## config.mk

```make
export PLATFORM = sky130hd
export DESIGN_NAME = css_config_startup_sequencer
export DESIGN_NICKNAME = d
export VERILOG_FILES = /design/src/core/css_pkg.sv /design/src/core/css_config_startup_sequencer.sv
export SDC_FILE = /design/constraint.sdc
export NUM_CORES = 1
export LEC_CHECK = 0
export BUFFER_PORTS_ARGS = -buffer_cell sky130_fd_sc_hd__buf_2
export CAP_MARGIN = 20
export CORE_AREA = 2 2 144 132
export DETAILED_ROUTE_END_ITERATION = 8
export DIE_AREA = 0 0 146 134
export HOLD_SLACK_MARGIN = 0.12
export PLACE_DENSITY = 0.7
export SYNTH_ARGS = -nofsm -noshare
export SYNTH_HDL_FRONTEND = slang
export SYNTH_SLANG_ARGS = --single-unit
export TNS_END_PERCENT = 10
```

## constraint.sdc

```tcl
create_clock -name clock_i -period 5.3 [get_ports clock_i]
set_clock_uncertainty 0.1 [all_clocks]
set_input_delay 0.795 -clock clock_i [delete_from_list [all_inputs] [get_ports clock_i]]
set_output_delay 0.795 -clock clock_i [all_outputs]
set_load 0.02 [all_outputs]
```

## src/core/css_pkg.sv

```systemverilog
// Constants, register map and field layout for the configuration startup sequencer.
// Assumes a single 20 MHz clock domain and an AHB-Lite register bus with 32-bit data.
package css_pkg;

	// ==========================================================================
	// Register byte offsets.
	// ==========================================================================
	localparam logic [7:0] CSS_CFG_OFS = 8'h00;
	localparam logic [7:0] CSS_CMD_OFS = 8'h04;
	localparam logic [7:0] CSS_STAT_OFS = 8'h08;
	localparam logic [7:0] CSS_RBSEL_OFS = 8'h0c;
	localparam logic [7:0] CSS_RBDATA_OFS = 8'h10;

	// ==========================================================================
	// Field positions in the settings register.
	// ==========================================================================
	localparam int CSS_WE_LSB = 0;
	localparam int CSS_TS_LSB = 4;
	localparam int CSS_DONE_LSB = 8;
	localparam int CSS_CLK_LSB = 12;
	localparam int CSS_PULL_LSB = 14;
	localparam int CSS_RATE_LSB = 16;
	localparam int CSS_SEC_LSB = 20;

	// Command register bits.
	localparam int CSS_CMD_LOAD = 0;
	localparam int CSS_CMD_DONE_LOAD = 1;
	localparam int CSS_CMD_CLR_REFUSED = 2;

	// ==========================================================================
	// Phase selection encoding: 1 to 6 are phases, then wait-for-done and keep.
	// ==========================================================================
	localparam logic [3:0] CSS_SEL_DONE = 4'h7;
	localparam logic [3:0] CSS_SEL_KEEP = 4'h8;
	localparam logic [3:0] CSS_WE_RESET = 4'h6;
	localparam logic [3:0] CSS_TS_RESET = 4'h5;
	localparam logic [3:0] CSS_DONE_RESET = 4'h4;
	localparam logic [3:0] CSS_PHASE_MIN = 4'h1;
	localparam logic [3:0] CSS_PHASE_MAX = 4'h6;

	// Startup clock choices.
	localparam logic [1:0] CSS_CLK_CCLK = 2'h0;
	localparam logic [1:0] CSS_CLK_USER = 2'h1;
	localparam logic [1:0] CSS_CLK_JTAG = 2'h2;

	// Unused pin pull choices.
	localparam logic [1:0] CSS_PULL_DOWN = 2'h0;
	localparam logic [1:0] CSS_PULL_UP = 2'h1;
	localparam logic [1:0] CSS_PULL_NONE = 2'h2;

	// Oscillator rate codes 0..5 mean 1, 3, 6, 12, 25, 50 MHz; code 0 is the lowest.
	localparam logic [2:0] CSS_RATE_LOWEST = 3'h0;
	localparam logic [2:0] CSS_RATE_TOP = 3'h5;

	// Security levels; any non-zero level blocks readback.
	localparam logic [1:0] CSS_SEC_NONE = 2'h0;

	// Readback requester ports.
	localparam logic [1:0] CSS_PORT_PARALLEL = 2'h0;
	localparam logic [1:0] CSS_PORT_JTAG = 2'h1;

	// Readback source selection.
	localparam logic [1:0] CSS_RB_IMAGE = 2'h0;
	localparam logic [1:0] CSS_RB_FLOPS = 2'h1;
	localparam logic [1:0] CSS_RB_LUTMEM = 2'h2;
	localparam logic [1:0] CSS_RB_BLOCKMEM = 2'h3;

	localparam logic [31:0] CSS_CFG_RESET = 32'h0000_0456;

	// AHB-Lite encodings.
	localparam logic [1:0] CSS_HTRANS_NONSEQ = 2'h2;
	localparam logic [2:0] CSS_HSIZE_WORD = 3'h2;

	typedef enum logic [1:0] {
		CSS_ST_IDLE,
		CSS_ST_LOAD,
		CSS_ST_STARTUP,
		CSS_ST_USER
	} css_seq_t;

endpackage

```

## src/core/css_config_startup_sequencer.sv

```systemverilog
// Configuration completion logic: readback gate, startup sequencer, oscillator rate and pull selection.
// Assumes all pins and startup clock sources are synchronous levels sampled on clock_i.
//
// Overview of operation
// - Readback is served only to the slave parallel or JTAG requester.
// - Any non-zero security level refuses all readback.
// - Readback returns image, captured flip-flops and captured distributed memory.
// - A synchronous capture input snapshots register and distributed memory values for readback; block memory is read live.
// - Slow commercial grade drops block memory readback, and all but image readback on large parts.
// - Oscillator rate code selects about 1, 3, 6, 12, 25 or 50 MHz.
// - Oscillator starts lowest; new rate applies only when the image finishes loading.
// - Rate setting defaults to the lowest choice, about 1 MHz.
// - By default the configuration clock steps the startup sequence.
// - User clock choice steps the sequence from the user-supplied clock.
// - JTAG choice steps the sequence from the test clock.
// - Unused pins default to pull-down; pull-up or floating are alternatives.
// - Completion pin release phase is selectable 1 to 6, default 4.
// - Write enable phase is selectable 1 to 6, default 6.
// - Wait-for-done holds write enable off until the completion pin reads high.
// - Keep choice retains the previously active write enable or tristate phase setting; for the completion pin it never releases.
// - Default order: tristate released after done, write enable one step later.
// - Tristate release phase is selectable, or waits for the completion pin.
// - Global set/reset holds through loading and pulses at the end.
//
// The register addresses and the AHB-Lite interface to the registers were left to the implementer.
`timescale 1ns/1ps

module css_config_startup_sequencer #(
	parameter bit SLOW_COMMERCIAL = 1'b0,
	parameter bit LARGE_DENSITY = 1'b0
) (
	input wire logic clock_i,
	input wire logic reset_i,
	input wire logic hsel_i,
	input wire logic [31:0] haddr_i,
	input wire logic [1:0] htrans_i,
	input wire logic hwrite_i,
	input wire logic [2:0] hsize_i,
	input wire logic [31:0] hwdata_i,
	input wire logic hready_i,
	output logic hreadyout_o,
	output logic hresp_o,
	output logic [31:0] hrdata_o,
	input wire logic [1:0] rb_port_i,
	input wire logic cclk_i,
	input wire logic user_clk_i,
	input wire logic tck_i,
	input wire logic capture_i,
	input wire logic [31:0] user_flops_i,
	input wire logic [31:0] lut_mem_i,
	input wire logic [31:0] block_mem_i,
	input wire logic done_pin_i,
	output logic done_pin_o,
	output logic done_pin_oe_n_o,
	output logic global_tristate_o,
	output logic global_write_enable_o,
	output logic global_set_reset_o,
	output logic [2:0] config_osc_rate_o,
	output logic [1:0] unused_pin_pull_sel_o,
	output logic [3:0] startup_phase_o
);
	import css_pkg::*;

	// ==========================================================================
	// State.
	// ==========================================================================
	typedef struct packed {
		logic [31:0] cfg;
		logic [1:0] rb_sel;
		logic rb_refused;
		logic [31:0] flops_snap;
		logic [31:0] lut_snap;
		css_seq_t seq;
		logic [3:0] phase;
		logic [3:0] we_active;
		logic [3:0] ts_active;
		logic [2:0] osc_rate;
		logic global_set_reset;
		logic gsr_pulse;
		logic done_rel;
		logic ts_rel;
		logic we_rel;
		logic cclk_d;
		logic user_clk_d;
		logic tck_d;
		logic dp_wr;
		logic [7:0] dp_addr;
		logic [31:0] rdata;
	} css_state_t;

	css_state_t state_reg;
	css_state_t state_next;

	logic [3:0] we_sel;
	logic [3:0] ts_sel;
	logic [3:0] done_sel;
	logic [1:0] clk_sel;
	logic [1:0] sec_sel;
	logic step;
	logic wait_unmet;
	logic addr_phase;
	logic rb_allowed;
	logic [31:0] rb_word;

	// A phase selection is met once its phase is reached, or the pin reads high for the wait choice.
	function automatic logic css_release_due(input logic [3:0] sel, input logic [3:0] phase, input logic pin);
		if (sel == CSS_SEL_DONE) begin
			css_release_due = pin;
		end else begin
			css_release_due = (phase >= sel) && (sel >= CSS_PHASE_MIN) && (sel <= CSS_PHASE_MAX);
		end
	endfunction

	// Keep, or an out-of-range code, leaves the previous active selection in place.
	function automatic logic [3:0] css_pick_sel(input logic [3:0] sel, input logic [3:0] old);
		if (sel == CSS_SEL_KEEP || sel == 4'h0 || sel > CSS_SEL_KEEP) begin
			css_pick_sel = old;
		end else begin
			css_pick_sel = sel;
		end
	endfunction

	assign we_sel = state_reg.cfg[CSS_WE_LSB +: 4];
	assign ts_sel = state_reg.cfg[CSS_TS_LSB +: 4];
	assign done_sel = state_reg.cfg[CSS_DONE_LSB +: 4];
	assign clk_sel = state_reg.cfg[CSS_CLK_LSB +: 2];
	assign sec_sel = state_reg.cfg[CSS_SEC_LSB +: 2];

	// ==========================================================================
	// Startup clock selection and stepping.
	// ==========================================================================
	always_comb begin
		case (clk_sel)
			CSS_CLK_USER: step = user_clk_i && !state_reg.user_clk_d;
			CSS_CLK_JTAG: step = tck_i && !state_reg.tck_d;
			default: step = cclk_i && !state_reg.cclk_d;
		endcase
	end

	// The last phase is held until every wait-for-done release has seen the pin high.
	assign wait_unmet = (!css_release_due(state_reg.we_active, state_reg.phase, done_pin_i))
		|| (!css_release_due(state_reg.ts_active, state_reg.phase, done_pin_i));

	// ==========================================================================
	// Readback gate and source.
	// ==========================================================================
	assign rb_allowed = ((rb_port_i == CSS_PORT_PARALLEL) || (rb_port_i == CSS_PORT_JTAG))
		&& (sec_sel == CSS_SEC_NONE)
		&& !(SLOW_COMMERCIAL && LARGE_DENSITY && (state_reg.rb_sel != CSS_RB_IMAGE))
		&& !(SLOW_COMMERCIAL && (state_reg.rb_sel == CSS_RB_BLOCKMEM));

	always_comb begin
		case (state_reg.rb_sel)
			CSS_RB_FLOPS: rb_word = state_reg.flops_snap;
			CSS_RB_LUTMEM: rb_word = state_reg.lut_snap;
			CSS_RB_BLOCKMEM: rb_word = block_mem_i;
			default: rb_word = state_reg.cfg;
		endcase
	end

	assign addr_phase = hsel_i && hready_i && (htrans_i == CSS_HTRANS_NONSEQ);

	// ==========================================================================
	// Next state.
	// ==========================================================================
	always_comb begin
		state_next = state_reg;
		state_next.cclk_d = cclk_i;
		state_next.user_clk_d = user_clk_i;
		state_next.tck_d = tck_i;
		state_next.dp_wr = 1'b0;
		state_next.gsr_pulse = 1'b0;

		// User logic drives the capture strobe in its own clock domain, which is this one.
		if (capture_i) begin
			state_next.flops_snap = user_flops_i;
			state_next.lut_snap = lut_mem_i;
		end

		// Bus address phase: reads are answered from flops in the following data phase.
		if (addr_phase) begin
			state_next.dp_wr = hwrite_i && (hsize_i == CSS_HSIZE_WORD);
			state_next.dp_addr = haddr_i[7:0];
			state_next.rdata = 32'h0000_0000;
			if (!hwrite_i) begin
				case (haddr_i[7:0])
					CSS_CFG_OFS: state_next.rdata = state_reg.cfg;
					CSS_STAT_OFS: state_next.rdata = {15'h0000, state_reg.osc_rate, state_reg.rb_refused,
						rb_allowed, state_reg.global_set_reset, state_reg.we_rel, state_reg.ts_rel, state_reg.done_rel,
						state_reg.phase, 2'h0, state_reg.seq};
					CSS_RBSEL_OFS: state_next.rdata = {30'h0000_0000, state_reg.rb_sel};
					CSS_RBDATA_OFS: begin
						if (rb_allowed) begin
							state_next.rdata = rb_word;
						end else begin
							state_next.rdata = 32'h0000_0000;
							state_next.rb_refused = 1'b1;
						end
					end
					default: state_next.rdata = 32'h0000_0000;
				endcase
			end
		end

		// Bus data phase: writes land here; a refusal set in the same cycle beats the clear.
		if (state_reg.dp_wr) begin
			case (state_reg.dp_addr)
				CSS_CFG_OFS: state_next.cfg = hwdata_i;
				CSS_RBSEL_OFS: state_next.rb_sel = hwdata_i[1:0];
				CSS_CMD_OFS: begin
					// A refusal raised by this cycle's address phase must survive the clear, even when already set.
					if (hwdata_i[CSS_CMD_CLR_REFUSED]
						&& !(addr_phase && !hwrite_i && (haddr_i[7:0] == CSS_RBDATA_OFS) && !rb_allowed)) begin
						state_next.rb_refused = 1'b0;
					end
					if (hwdata_i[CSS_CMD_LOAD]) begin
						state_next.seq = CSS_ST_LOAD;
						state_next.global_set_reset = 1'b1;
						state_next.done_rel = 1'b0;
						state_next.ts_rel = 1'b0;
						state_next.we_rel = 1'b0;
						state_next.phase = 4'h0;
					end else if (hwdata_i[CSS_CMD_DONE_LOAD] && state_reg.seq == CSS_ST_LOAD) begin
						// The rate in the image takes effect only now that loading has finished.
						if (state_reg.cfg[CSS_RATE_LSB +: 3] <= CSS_RATE_TOP) begin
							state_next.osc_rate = state_reg.cfg[CSS_RATE_LSB +: 3];
						end
						state_next.we_active = css_pick_sel(we_sel, state_reg.we_active);
						state_next.ts_active = css_pick_sel(ts_sel, state_reg.ts_active);
						state_next.global_set_reset = 1'b0;
						state_next.gsr_pulse = 1'b1;
						state_next.seq = CSS_ST_STARTUP;
					end
				end
				default: begin
				end
			endcase
		end

		// Startup phases advance only on the chosen clock's rising edge.
		if (state_reg.seq == CSS_ST_STARTUP && step) begin
			if (state_reg.phase < CSS_PHASE_MAX) begin
				state_next.phase = state_reg.phase + 4'h1;
			end
			if (css_release_due(done_sel, state_next.phase, 1'b0)) begin
				state_next.done_rel = 1'b1;
			end
			if (css_release_due(state_reg.ts_active, state_next.phase, done_pin_i)) begin
				state_next.ts_rel = 1'b1;
			end
			if (css_release_due(state_reg.we_active, state_next.phase, done_pin_i)) begin
				state_next.we_rel = 1'b1;
			end
			if (state_reg.phase == CSS_PHASE_MAX && !wait_unmet) begin
				state_next.seq = CSS_ST_USER;
			end
		end

		if (reset_i) begin
			state_next = '0;
			state_next.cfg = CSS_CFG_RESET;
			state_next.we_active = CSS_WE_RESET;
			state_next.ts_active = CSS_TS_RESET;
			state_next.osc_rate = CSS_RATE_LOWEST;
			state_next.seq = CSS_ST_IDLE;
		end
	end

	always_ff @(posedge clock_i) begin
		state_reg <= state_next;
	end

	// ==========================================================================
	// Outputs.
	// ==========================================================================
	assign hreadyout_o = 1'b1;
	assign hresp_o = 1'b0;
	assign hrdata_o = state_reg.rdata;
	// The completion pin is open drain: pulled low until its phase, then released.
	assign done_pin_o = 1'b0;
	assign done_pin_oe_n_o = state_reg.done_rel;
	assign global_tristate_o = !state_reg.ts_rel;
	assign global_write_enable_o = state_reg.we_rel;
	assign global_set_reset_o = state_reg.global_set_reset || state_reg.gsr_pulse;
	assign config_osc_rate_o = state_reg.osc_rate;
	assign unused_pin_pull_sel_o = state_reg.cfg[CSS_PULL_LSB +: 2];
	assign startup_phase_o = state_reg.phase;

endmodule // css_config_startup_sequencer

```

# [Word level (Yosys, flattened, before mapping)]
# Index checks and enable logic that the tools add are counted.
[totals] regBits=165 input_bits=177 out_inout_bits=48 word_cells=161
[op_classes] magnitude_cmp=15 add_sub_neg=1 n_mux=41 bitwise_logic=6 n_reduce_logical=56 eq_ne=21
[ops] cell="one-hot mux 32 bit (4 select lines)" count=1
[ops] cell="one-hot mux 32 bit (3 select lines)" count=1
[ops] cell="2-to-1 mux 32 bit" count=2
[ops] cell="2-to-1 mux 22 bit" count=2
[ops] cell="equality test 8 x 4 -> 1 bit, second input constant" count=3
[ops] cell="logical AND 1 bit" count=24
[ops] cell="greater-or-equal comparator 4 bit" count=5
[ops] cell="2-to-1 mux 1 bit" count=20
[ops] cell="2-to-1 mux 4 bit" count=5
[ops] cell="equality test 4 x 3 -> 1 bit, second input constant" count=4
[ops] cell="zero test 8 bit" count=2
[ops] cell="AND reduction 5 bit" count=3
[ops] cell="2-to-1 mux 13 bit" count=1
[ops] cell="greater-or-equal comparator 4 x 1 -> 1 bit, second input constant" count=3
[ops] cell="<= comparator 4 x 3 -> 1 bit, second input constant" count=3
[ops] cell="2-to-1 mux 11 bit" count=1
[ops] cell="equality test 2 bit, second input constant" count=5
[ops] cell="zero test 1 bit" count=10
[ops] cell="2-to-1 mux 3 bit" count=3
[ops] cell="equality test 2 x 1 -> 1 bit, second input constant" count=4
[ops] cell="equality test 4 bit, second input constant" count=2
[ops] cell="equality test 8 x 3 -> 1 bit, second input constant" count=1
[ops] cell="equality test 8 x 5 -> 1 bit, second input constant" count=1
[ops] cell="greater-than comparator 4 bit, second input constant" count=2
[ops] cell="16 further kinds" count=32

# [Depth between registers and ports, before layout]
# Gate-level depths: netlist (run 1).
[depth] word_depth=17 depth_mapped=11

# [Worst setup path after synthesis (run 1)]
# OpenSTA, ideal clock, no wires.
[synth_path] path_type="input-to-reg" from="input hwdata_i[0]" to="register state_reg (netlist bit global_write_enable_o)" path_slack_ps=2214 cell_stages=11 t_required_ps=5083 setup_ps=117 arrival_ps=2868 path_cell_list="buf_1 > nand4_1 > clkbuf_1 > nand3_1 > o21a_1 > ha_1 > nand2b_1 > a21o_1 > a211oi_1 > o21bai_1 > a32o_1"
[synth_via] elab_chain_len=12 word_cells_on_any_way=13 classes_between="1 x order compare; 10 x mux; 2 x reduce/logical"
[synth_rtl] element="start: declaration" line="css_config_startup_sequencer.sv:39" source="input wire logic [31:0] hwdata_i,"
[synth_rtl] element="2-to-1 mux 4 bit" line="css_config_startup_sequencer.sv:216" source="if (hwdata_i[CSS_CMD_LOAD]) begin"
[synth_rtl] element="2-to-1 mux 22 bit (*)" line="css_config_startup_sequencer.sv:207" source="case (state_reg.dp_addr)"
[synth_rtl] element="2-to-1 mux 22 bit (*)" line="css_config_startup_sequencer.sv:206" source="if (state_reg.dp_wr) begin"
[synth_rtl] element="2-to-1 mux 4 bit" line="css_config_startup_sequencer.sv:242" source="if (state_reg.phase < CSS_PHASE_MAX) begin"
[synth_rtl] element="2-to-1 mux 4 bit" line="css_config_startup_sequencer.sv:241" source="if (state_reg.seq == CSS_ST_STARTUP && step) begin"
[synth_rtl] element="greater-or-equal comparator 4 bit" line="css_config_startup_sequencer.sv:110" source="css_release_due = (phase >= sel) && (sel >= CSS_PHASE_MIN) && (sel <= CSS_PHASE_MAX);"
[synth_rtl] element="logical AND 1 bit (2 in series)" line="css_config_startup_sequencer.sv:110"
[synth_rtl] element="2-to-1 mux 1 bit" line="css_config_startup_sequencer.sv:107" source="if (sel == CSS_SEL_DONE) begin"
[synth_rtl] element="2-to-1 mux 1 bit" line="css_config_startup_sequencer.sv:241"
[synth_rtl] element="2-to-1 mux 1 bit" line="css_config_startup_sequencer.sv:251" source="if (css_release_due(state_reg.we_active, state_next.phase, done_pin_i)) begin"
[synth_rtl] element="2-to-1 mux 3 bit (*)" line="css_config_startup_sequencer.sv:241"
[synth_rtl] element="end signal: assignment" line="css_config_startup_sequencer.sv:270" source="state_reg <= state_next;"
[synth_rtl] element="end: declaration" line="css_config_startup_sequencer.sv:91" source="css_state_t state_reg;"
# Every way passes the cells marked *; elsewhere a longest branch is shown, timed or not. The select of a mux whose other input is x is not followed.
# A chain may end at the register's enable or synchronous reset.

# [Worst setup path after layout (run 1)]
[layout_path] from="register state_reg[39] (netlist bit)" to="register state_reg[45] (netlist bit)"
[layout_via] elab_chain_len=12
[layout_rtl] element="equality test 8 x 3 -> 1 bit (*)" line="css_config_startup_sequencer.sv:207"
[layout_rtl] element="2-to-1 mux 22 bit (*)" line="css_config_startup_sequencer.sv:207"
[layout_rtl] element="2-to-1 mux 22 bit (*)" line="css_config_startup_sequencer.sv:206"
[layout_rtl] element="2-to-1 mux 4 bit" line="css_config_startup_sequencer.sv:242"
[layout_rtl] element="2-to-1 mux 4 bit" line="css_config_startup_sequencer.sv:241"
[layout_rtl] element="greater-or-equal comparator 4 bit" line="css_config_startup_sequencer.sv:110"
[layout_rtl] element="logical AND 1 bit (2 in series)" line="css_config_startup_sequencer.sv:110"
[layout_rtl] element="2-to-1 mux 1 bit" line="css_config_startup_sequencer.sv:107"
[layout_rtl] element="2-to-1 mux 1 bit" line="css_config_startup_sequencer.sv:241"
[layout_rtl] element="2-to-1 mux 1 bit" line="css_config_startup_sequencer.sv:248" source="if (css_release_due(state_reg.ts_active, state_next.phase, done_pin_i)) begin"
[layout_rtl] element="2-to-1 mux 3 bit (*)" line="css_config_startup_sequencer.sv:241"
# Marked as above.

==> summary.md, run 1 <==
| Metric | Value |
|---|---|
| R2r endpoint | `state_reg[45]` |
| Fin crit period | `3250 ps` |
| Number of port buffers | `196` |
| Num CTS Buffers | `17` |
| Comb pwr share | `0.067` |
| Post-route antenna net violation count | `0` |
| P_int | `2.20 mW` |
| Post-CTS sizing | `0` |
| Synth unique cells | `53` |
| Sw frac | `0.227` |
| Syn-to-layout area delta | `18.0%` |
| Most frequent cells in the layout | `194 x buf_2, 163 x dfxtp_1, 113 x nor2_1, 113 x nand2_1, 101 x mux2i_1` |
| Post-CTS Hold Buffers | `0` |
| Synth area leader | `dfxtp_1` |
| Core area | `18100 um2` |
| CTS max path bufs | `2` |
| Worst endpoint data arrival time | `3460 ps` |
| Gpl congestion | `0.883` |
| Register area | `3310 um2` |
| CTS root buf | `clkbuf_16` |
| Antenna violations before repair | `1` |
| Crit path from | `state_reg[39]` |
| Most common cell after layout, fill and taps aside | `buf_2` |
| Reg clk slew, reported paths | `70 ps` |
| DR vias/cell | `5.33` |
| CP max FO | `15` |
| Overflow after GRT | `0` |
| Setup crit start kind | `register` |
| # rows | `47` |
| Dpl cell area | `8810 um2` |
| Pre-antenna DRT Iters | `5` |
| Post-CTS Setup Inserts | `0` |
| Placed instance count | `1272` |
| H-Tree Depth | `4` |
| Vias in the first global route | `6520` |
| Post-route setup TNS | `0 ps` |
| Seq pwr share | `0.452` |
| Die Width | `146 um` |
| CTS tree | `done` |
| Largest cells by area after synthesis | `dfxtp_1 41%, mux2i_1 13%, a21oi_1 5.3%` |
| Post-place setup slack | `1860 ps` |
| Critical Path Sink Type | `register` |
| Worst-Margin Slew | `1070 ps` |
| Final #Nets | `1247` |
| Slew margin rel. | `0.287` |
| Filler instances | `1751` |
| Worst Path Required | `5520 ps` |
| Iteration-0 DRC count of the detailed router | `517` |
| Largest net degree at the start of global routing | `102` |
| Initial core utilization | `0.443` |
| Synth Cell Area | `8020 um2` |
| Hold path cells | `2` |
| Flop-to-flop setup slack | `2050 ps` |
| CTS Sinks | `165` |
| Area of the multi-input gates | `4080 um2` |
| Hold_ws | `348 ps` |
| Synthesized area per cell | `8.68 um2` |
| Clk network pwr share | `0.481` |
| Reg-to-reg startpoint | `state_reg[39]` |
| Design Power | `2.85 mW` |
| Die Y | `134 um` |
| Post-route cell area | `9470 um2` |
| Worst-skew pair later-pin latency | `430 ps` |
| Worst setup path endpoint | `state_reg[45]` |
| Psw | `0.648 mW` |
| DRC errors left | `0` |
| Global-route wire length before repair | `35000 um` |
| IO Pins | `225` |
| Post-synthesis async set-or-reset flop share | `0` |
| Routed vias | `6951` |
| Synth top area share | `0.412` |
| Layout cell share with drive strength beyond 1 | `0.240` |
| Worst VDD drop | `210 uV` |
| Maximum operating frequency | `308 MHz` |
| Total GRT Usage | `0.227` |
| DP HPWL | `15900 um` |
| Die area | `19600 um2` |
| Post-synthesis register bit count | `165` |
| Final Non-Filler Cells | `1305` |
| Pleak | `4.00 nW` |
| Setup slack after layout | `2050 ps` |
| Final hold violation count | `0` |
| Yosys warnings | `0` |
| Fin crit share | `0.613` |
| Total of max-cap violations | `0` |
| Largest register FFs | `114` |
| Final core utilization | `0.523` |
| Outcome | `complete, no violations` |
| Sequential share of the synthesized area | `0.412` |
| Wire per inst | `17.0 um` |
| WL final | `22200 um` |
| Slew Limit Fails | `0` |
| # setup viols final | `0` |
| Pwr dens | `301 nW/um2` |
| RSZ-0062 raised after global routing | `false` |
| Crit path kind | `register to register` |
| EDFF count, synth | `0` |
| HP Class | `register to register` |
| Worst R2R Path Depth | `10` |
| Synth Flop Type | `dfxtp_1` |
| Post-Synthesis Cells | `924` |
==> worst max-delay path, cell delays in order (launching register included) <==
cell	delay (ps)
dfxtp_1	350
nor4b_4	460
nand4_1	590
nand3_1	270
o21a_1	210
ha_1	240
nand2b_1	140
a21o_1	180
a211oi_1	250
o21bai_1	140
a32o_1	210
==> kinds of logic (layout without fill, tap and decap cells) <==
logic type / count (synthesis) / in the layout / share of synthesized area
and+or+nand+nor: 309 / 309 / 0.183
AOI/OAI and AO/OA: 198 / 198 / 0.152
DFF: 165 / 165 / 0.412
buffers and inverters: 121 / 255 / 0.0813
muxes: 105 / 105 / 0.133
adders and majority gates: 24 / 24 / 0.0374
other: 2 / 4 / 0.000936
==> cell usage after synthesis, types with 3 or more instances <==
| library cell | count |
|---|---|
| dfxtp_1 | 165 |
| nor2b_1 | 6 |
| nand2b_1 | 6 |
| nor2_1 | 113 |
| ha_1 | 24 |
| inv_1 | 18 |
| a21oi_1 | 85 |
| mux2i_1 | 101 |
| clkbuf_1 | 35 |
| mux2_2 | 3 |
| nand3_1 | 9 |
| nand4_1 | 5 |
| nor4b_1 | 4 |
| nor4_4 | 3 |
| nor3b_1 | 3 |
| o21ai_0 | 28 |
| a21o_1 | 5 |
| nor4_1 | 4 |
| and3_1 | 8 |
| nor3_1 | 16 |
| a221oi_1 | 3 |
| o211ai_1 | 6 |
| buf_4 | 46 |
| a22oi_1 | 43 |
| buf_2 | 19 |
| a211oi_1 | 16 |
| nand2_1 | 113 |
| nand3b_1 | 3 |
==> power by group through the flow <==
stage / Combinational, mW / Clock (mW) / Sequential [mW]
final: 0.192 / 1.37 / 1.29
after global routing: 0.213 / 1.44 / 1.29
after CTS: 0.192 / 1.39 / 1.29
after detailed placement: 0.191 / 0 / 1.32
after global placement: 0.188 / 0 / 1.31
after floorplan: 0.105 / 0 / 1.31
==> worst min path at each step <==
| stage | from | to | slack [ps] |
|---|---|---|---|
| after global placement | hrdata_o[28] | hrdata_o[28] | 330 |
| after global routing | hrdata_o[31] | hrdata_o[31] | 370 |
| final | hrdata_o[28] | hrdata_o[28] | 350 |
| after detailed placement | hrdata_o[29] | hrdata_o[29] | 340 |
| after floorplan | hrdata_o[17] | hrdata_o[17] | 330 |
| after CTS | hrdata_o[29] | hrdata_o[29] | 350 |
==> metal layers <==
| metal | GRT usage | part of all wire | wire (um) | vias to the layer above |
|---|---|---|---|---|
| li1 | - | - | - | 3431 |
| met1 | 0.333 | 0.48 | 10600 | 3245 |
| met2 | 0.325 | 0.43 | 9450 | 250 |
| met3 | 0.0639 | 0.079 | 1760 | 25 |
| met4 | 0.0615 | 0.016 | 352 | 0 |
| met5 | 0 | 0 | 0 | - |
==> area by class of cell <==
type                            instances  share of cell area
Timing Repair Buffer                  205               0.111
Clock buffer                           18              0.0453
Clock inverter                         14              0.0235
Antenna cell                            1            0.000264
Multi-Input combinational cell        639               0.431
Sequential cell                       165               0.349
Tap cell                              245              0.0324
Inverter                               18             0.00714
Note: power is estimated with default switching activity, not from simulation.
==> run 2, diff against run 1 <==
Clock period 5.3 ns to 3.2 ns, I/O delays scaled along.
==> run 2 against run 1 <==
  * Final cell count increased by 0.92%
  * Flip-flop and latch count did not move
  * Highest routed layer unchanged
  * Clock-buffer cell count shrank 1
  * Sequential share of layout area is 0.12 points lower
  * Hold slack got worse by 190 ps
==> summary.md, run 2 (same netlist as run 1, synthesis figures left out) <==
| Metric | Value |
|---|---|
| Worst setup path endpoint | `global_write_enable_o` |
| HP Class | `input pin to register` |
| Iteration-0 DRC count of the detailed router | `547 (+5.8%)` |
| Slew Limit Fails | `0 (unchanged)` |
| Design Power | `4.49 mW (+57%)` |
| Final #Nets | `1259 (+0.96%)` |
| CP max FO | `11 (-4)` |
| Antenna violations before repair | `1 (unchanged)` |
| IO Pins | `225 (unchanged)` |
| RSZ-0062 raised after global routing | `false` |
| Worst VDD drop | `328 uV (+56%)` |
| Final hold violation count | `0 (unchanged)` |
| CTS max path bufs | `2 (unchanged)` |
| Pleak | `4.03 nW (+0.74%)` |
| Overflow after GRT | `0 (unchanged)` |
| Syn-to-layout area delta | `18.4%` |
| Routed vias | `7019 (+0.98%)` |
| CTS root buf | `clkbuf_16` |
| Most frequent cells in the layout | `194 x buf_2, 163 x dfxtp_1, 113 x nor2_1, 113 x nand2_1, 101 x mux2i_1` |
| Worst endpoint data arrival time | `2890 ps (-570 ps)` |
| Layout cell share with drive strength beyond 1 | `0.249 (+0.00945)` |
| Post-place setup slack | `517 ps (-1350 ps)` |
| Num CTS Buffers | `17 (unchanged)` |
| Global-route wire length before repair | `35100 um (+0.20%)` |
| CTS tree | `done` |
| Reg-to-reg startpoint | `startup_phase_o[1]` |
| Filler instances | `1764 (+0.74%)` |
| Crit path from | `startup_phase_o[1]` |
| Core area | `18100 um2 (unchanged)` |
| CTS Sinks | `165 (unchanged)` |
| Worst R2R Path Depth | `7 (-3)` |
| DP HPWL | `16300 um (+2.4%)` |
| Post-CTS sizing | `0 (unchanged)` |
| Vias in the first global route | `6617 (+1.5%)` |
| Largest register FFs | `114 (unchanged)` |
| Reg clk slew, reported paths | `70 ps (about the same)` |
| DRC errors left | `0 (unchanged)` |
| Gpl congestion | `0.885 (+0.19%)` |
| Critical Path Sink Type | `register` |
| Sw frac | `0.240 (+0.0125)` |
| Fin crit period | `2670 ps (-573 ps)` |
| Outcome | `complete, no violations` |
| Pwr dens | `472 nW/um2 (+57%)` |
| WL final | `22400 um (+1.1%)` |
| Initial core utilization | `0.443 (unchanged)` |
| Post-route setup TNS | `0 ps (unchanged)` |
| Worst Path Required | `3420 ps (-2100 ps)` |
| P_int | `3.41 mW (+55%)` |
| Largest net degree at the start of global routing | `65 (-36%)` |
| Total of max-cap violations | `0 (unchanged)` |
| Most common cell after layout, fill and taps aside | `buf_2` |
| Psw | `1.08 mW (+66%)` |
| Worst-skew pair later-pin latency | `430 ps (about the same)` |
| # rows | `47 (unchanged)` |
| Pre-antenna DRT Iters | `5 (unchanged)` |
| Post-CTS Hold Buffers | `0 (unchanged)` |
| Post-route antenna net violation count | `0 (unchanged)` |
| DR vias/cell | `5.33 (about the same)` |
| Crit path kind | `register to register` |
| Fin crit share | `0.836 (+0.223)` |
| # setup viols final | `0 (unchanged)` |
| Setup crit start kind | `register` |
| Number of port buffers | `196 (unchanged)` |
| Seq pwr share | `0.475 (+0.023)` |
| Post-CTS Setup Inserts | `0 (unchanged)` |
| Comb pwr share | `0.072 (+0.005)` |
| Die area | `19600 um2 (unchanged)` |
| Slew margin rel. | `0.543 (+0.256)` |
| Die Y | `134 um (unchanged)` |
| Worst-Margin Slew | `680 ps (-390 ps)` |
| R2r endpoint | `global_write_enable_o` |
| Total GRT Usage | `0.228 (+0.00128)` |
| Maximum operating frequency | `374 MHz (+21%)` |
| Clk network pwr share | `0.453 (-0.028)` |
| Setup slack after layout | `526 ps (-1530 ps)` |
| Flop-to-flop setup slack | `530 ps (-1530 ps)` |
| H-Tree Depth | `4 (unchanged)` |
| Die Width | `146 um (unchanged)` |
| Wire per inst | `17.0 um (+0.19%)` |
[run 2: layout make-up]
cell class | count | area [um2] | share of cell area
inverter | 18 | 67.6 | 0.00711
sequential | 165 | 3310 | 0.348
timing repair buffer | 217 | 1160 | 0.122
antenna | 1 | 2.50 | 0.000263
clock inverter | 15 | 156 | 0.0165
tap | 245 | 307 | 0.0323
multi-input combinational | 639 | 4080 | 0.429
clock buffer | 17 | 425 | 0.0448
[run 2: power groups by stage]
stage               Clock, mW  Combinational, mW  Sequential, mW
floorplan                   0              0.173            2.17
global placement            0              0.315            2.18
detailed placement          0              0.320            2.18
CTS                      2.08              0.322            2.13
global route             2.16              0.355            2.14
finish                   2.03              0.321            2.13
[run 2: per-stage QoR]
stage	instance area, um2	hold slack [ps]	instances	util
after floorplan	8020	326	925	-
final	9500	163	1317	0.524
after CTS	9500	151	1316	0.524
after global placement	8910	332	1284	0.492
after detailed placement	8910	337	1284	0.492
after global routing	9500	160	1316	0.524
[run 2: worst min-delay path by stage]
stage	slack, ps	depth (start not counted)	to	start
6_report	160	3	state_reg[137]	hwdata_i[4]
5_1_grt	160	3	state_reg[139]	hwdata_i[6]
4_1_cts	150	3	state_reg[137]	hwdata_i[4]
3_5_place_dp	340	2	hrdata_o[17]	hrdata_o[17]
3_3_place_gp	330	2	hrdata_o[21]	hrdata_o[21]
2_1_floorplan	330	2	hrdata_o[17]	hrdata_o[17]
[run 2: metal layers]
metal / wire (um) / GRT usage / vias up
met1: 10600 / 0.332 / 3257
met2: 9650 / 0.334 / 270
met3: 1920 / 0.0626 / 23
met5: 0 / 0 / -
met4: 308 / 0.0572 / 0
li1: - / - / 3469
[run 2: critical path: stages (launching register included)]
cell	delay [ps]
dfxtp_1	580
ha_1	330
o21ai_0	450
ha_1	330
a21o_1	160
a211oi_1	230
o21bai_1	140
a32o_1	240
==> run 3, diff against run 2 <==
Settings changed: PLACE_DENSITY 0.7 to 0.72.
Clock period 3.2 ns to 2.2 ns, I/O delays scaled along.
==> run 3 against run 2 <==
  * The run now ends with negative setup slack left
  * Die area did not move
  * Non-clock buffer count rose by 138
  * Via count rose by 11%
  * Maximum frequency rose by 14%
  * Power rose by 54%
  * Core utilization rose by 8.1 points
  * Flip-flop and latch count did not move
  * Combinational power rose by 100%
  * Critical path type unchanged
==> summary.md, run 3 (same netlist as run 1, synthesis figures left out) <==
| Metric | Value |
|---|---|
| Maximum operating frequency | `426 MHz (+14%)` |
| Total of max-cap violations | `0 (unchanged)` |
| Max incr delay on CP | `330 ps (-250 ps)` |
| CTS tree | `done` |
| H-Tree Depth | `4 (unchanged)` |
| Post-route cell area | `11000 um2 (+15%)` |
| DR vias/cell | `5.36 (+0.64%)` |
| Ant diodes | `0 (-1)` |
| Seq pwr share | `0.451 (-0.024)` |
| # setup viols final | `3 (+3)` |
| Post-place setup slack | `-215 ps (-732 ps)` |
| Routed vias | `7799 (+11%)` |
| Die area | `19600 um2 (unchanged)` |
| Worst R2R Path Depth | `10 (+3)` |
| Largest delay share family, worst path | `simple AND/OR/NAND/NOR gates` |
| DRC errors left | `0 (unchanged)` |
| Antenna violations before repair | `0 (-1)` |
| Worst-path cell chain | `nor4b_4, nand4_1, buf_4, buf_4, buf_4, and2_1, ha_1, o21ai_0, o21bai_1, a32o_1` |
| # rows | `47 (unchanged)` |
| Crit. path cell count | `10 (+3)` |
| Most common cell after layout, fill and taps aside | `buf_2` |
| Final hold violation count | `0 (unchanged)` |
| CTS max path bufs | `2 (unchanged)` |
| Clk network pwr share | `0.454 (about the same)` |
| Syn-to-layout area delta | `36.8%` |
| Final core utilization | `0.606 (+0.0812)` |
| Fin crit period | `2350 ps (-326 ps)` |
| Crit path from | `state_reg[39]` |
| WL final | `25500 um (+14%)` |
| Wire per inst | `17.5 um (+3.0%)` |
| Post-route antenna net violation count | `0 (unchanged)` |
| P_int | `5.32 mW (+56%)` |
| Worst-skew pair later-pin latency | `430 ps (about the same)` |
| HP Class | `input pin to register` |
| Initial core utilization | `0.443 (unchanged)` |
| Final Non-Filler Cells | `1454 (+10%)` |
| Dpl cell area | `9220 um2 (+3.4%)` |
| Comb pwr share | `0.095 (+0.023)` |
| Hold_ws | `153 ps (-10.4 ps)` |
| Design Power | `6.90 mW (+54%)` |
| Hold path cells | `3 (unchanged)` |
| Layout cell share with drive strength beyond 1 | `0.251 (+0.00215)` |
| Most frequent cells in the layout | `194 x buf_2, 160 x dfxtp_1, 113 x nor2_1, 113 x nand2_1, 110 x dlygate4sd3_1` |
| Die Width | `146 um (unchanged)` |
| Worst-Margin Slew | `515 ps (-165 ps)` |
| Setup slack after layout | `-148 ps (-674 ps)` |
| Final #Nets | `1397 (+11%)` |
| Worst endpoint data arrival time | `2570 ps (-320 ps)` |
| Overflow after GRT | `0 (unchanged)` |
| CP max-delay cell | `dfxtp_2` |
| DP HPWL | `17100 um (+5.0%)` |
| Gpl congestion | `0.873 (-1.3%)` |
| Fin crit share | `1.07 (+0.232)` |
| Crit path kind | `register to register` |
| Pwr dens | `629 nW/um2 (+33%)` |
| R2r endpoint | `global_write_enable_o` |
| Number of port buffers | `196 (unchanged)` |
| Num CTS Buffers | `17 (unchanged)` |
| CTS root buf | `clkbuf_16` |
| Iteration-0 DRC count of the detailed router | `582 (+6.4%)` |
| Pre-antenna DRT Iters | `5 (unchanged)` |
| Hold endpoint | `state_reg[34]` |
| Post-route setup TNS | `-425 ps (-425 ps)` |
| Sw frac | `0.228 (-0.0113)` |
| CP most frequent cell | `buf_4` |
| Flop-to-flop setup slack | `-150 ps (-670 ps)` |
| Global-route wire length before repair | `40000 um (+14%)` |
| Pleak | `4.68 nW (+16%)` |
| Placed instance count | `1311 (+2.1%)` |
| Area of the multi-input gates | `4130 um2 (+1.3%)` |
| Slew margin rel. | `0.652 (+0.109)` |
| Outcome | `finished, violations left` |
| RSZ-0062 raised after global routing | `true` |
| CP max FO | `6 (-5)` |
| Die Y | `134 um (unchanged)` |
| Reg clk slew, reported paths | `70 ps (about the same)` |
| Total GRT Usage | `0.257 (+0.0291)` |
| Slew Limit Fails | `0 (unchanged)` |
| Largest net degree at the start of global routing | `84 (+29%)` |
| Register area | `3310 um2 (+0.11%)` |
| Core area | `18100 um2 (unchanged)` |
| Failing checks | `negative setup slack` |
| Critical Path Sink Type | `register` |
| Vias in the first global route | `7618 (+15%)` |
| Reg-to-reg startpoint | `state_reg[39]` |
| Worst Path Buf+Inv | `3 (+3)` |
| Hold Path Origin | `haddr_i[2]` |
| Worst Path Required | `2420 ps (-1000 ps)` |
| Largest register FFs | `114 (unchanged)` |
| Setup crit start kind | `register` |
| Worst VDD drop | `522 uV (+59%)` |
| Filler instances | `1542 (-13%)` |
| IO Pins | `225 (unchanged)` |
| Psw | `1.58 mW (+47%)` |
| CTS Sinks | `165 (unchanged)` |
## run 3: changes by cell type in the layout (fill, tap and decap cells not counted), moves of 3 or more
cell	delta
dlygate4sd3_1	+110
dfxtp_1	-3
buf_4	+22
dfxtp_2	+3
clkbuf_1	+3
buf_12	+6
## run 3: power by group through the flow
stage                     Sequential (mW)  Combinational [mW]  Clock (mW)
after floorplan                      3.16               0.252           0
after global placement               3.17               0.479           0
after detailed placement             3.17               0.485           0
after CTS                            3.10               0.639        3.17
after global routing                 3.11               0.707        3.30
final                                3.11               0.657        3.13
## run 3: area by class of cell
class / count / share of cell area
Multi-Input combinational cell: 639 / 0.376
Sequential cell: 165 / 0.302
Timing Repair Buffer: 355 / 0.232
Clock buffer: 20 / 0.0398
Tap cell: 245 / 0.0279
Clock inverter: 12 / 0.0162
Inverter: 18 / 0.00616
## run 3: per-layer routing
layer,track usage,vias to the layer above,routed length [um]
met2,0.397,356,11400
met3,0.0656,50,1950
met5,0,-,0
met1,0.355,3655,11400
li1,-,3738,-
met4,0.0809,0,696
## run 3: worst max-delay path by stage
| stage | to |
|---|---|
| 5_1_grt | state_reg[45] |
| 3_3_place_gp | global_write_enable_o |
| 6_report | global_write_enable_o |
| 4_1_cts | global_write_enable_o |
| 3_5_place_dp | done_pin_oe_n_o |
| 2_1_floorplan | done_pin_oe_n_o |
## run 3: worst register-to-register path, cell delays in order, from the launching register on
cell and delay (ps):
dfxtp_2 330, nor4b_4 290, nand4_1 130, buf_4 180, buf_4 130, buf_4 150
and2_1 190, ha_1 270, o21ai_0 180, o21bai_1 90, a32o_1 210
## run 3: what timing repair did
| item | CTS | global route |
|---|---|---|
| endpoints found under the setup margin | 3 | 16 |
| hold endpoints to repair | 108 | 0 |
| hold buffers | 110 | 0 |
| pin swaps | 4 | 1 |
| buffers inserted | 1 | 0 |
| gates resized for setup | 4 | 4 |
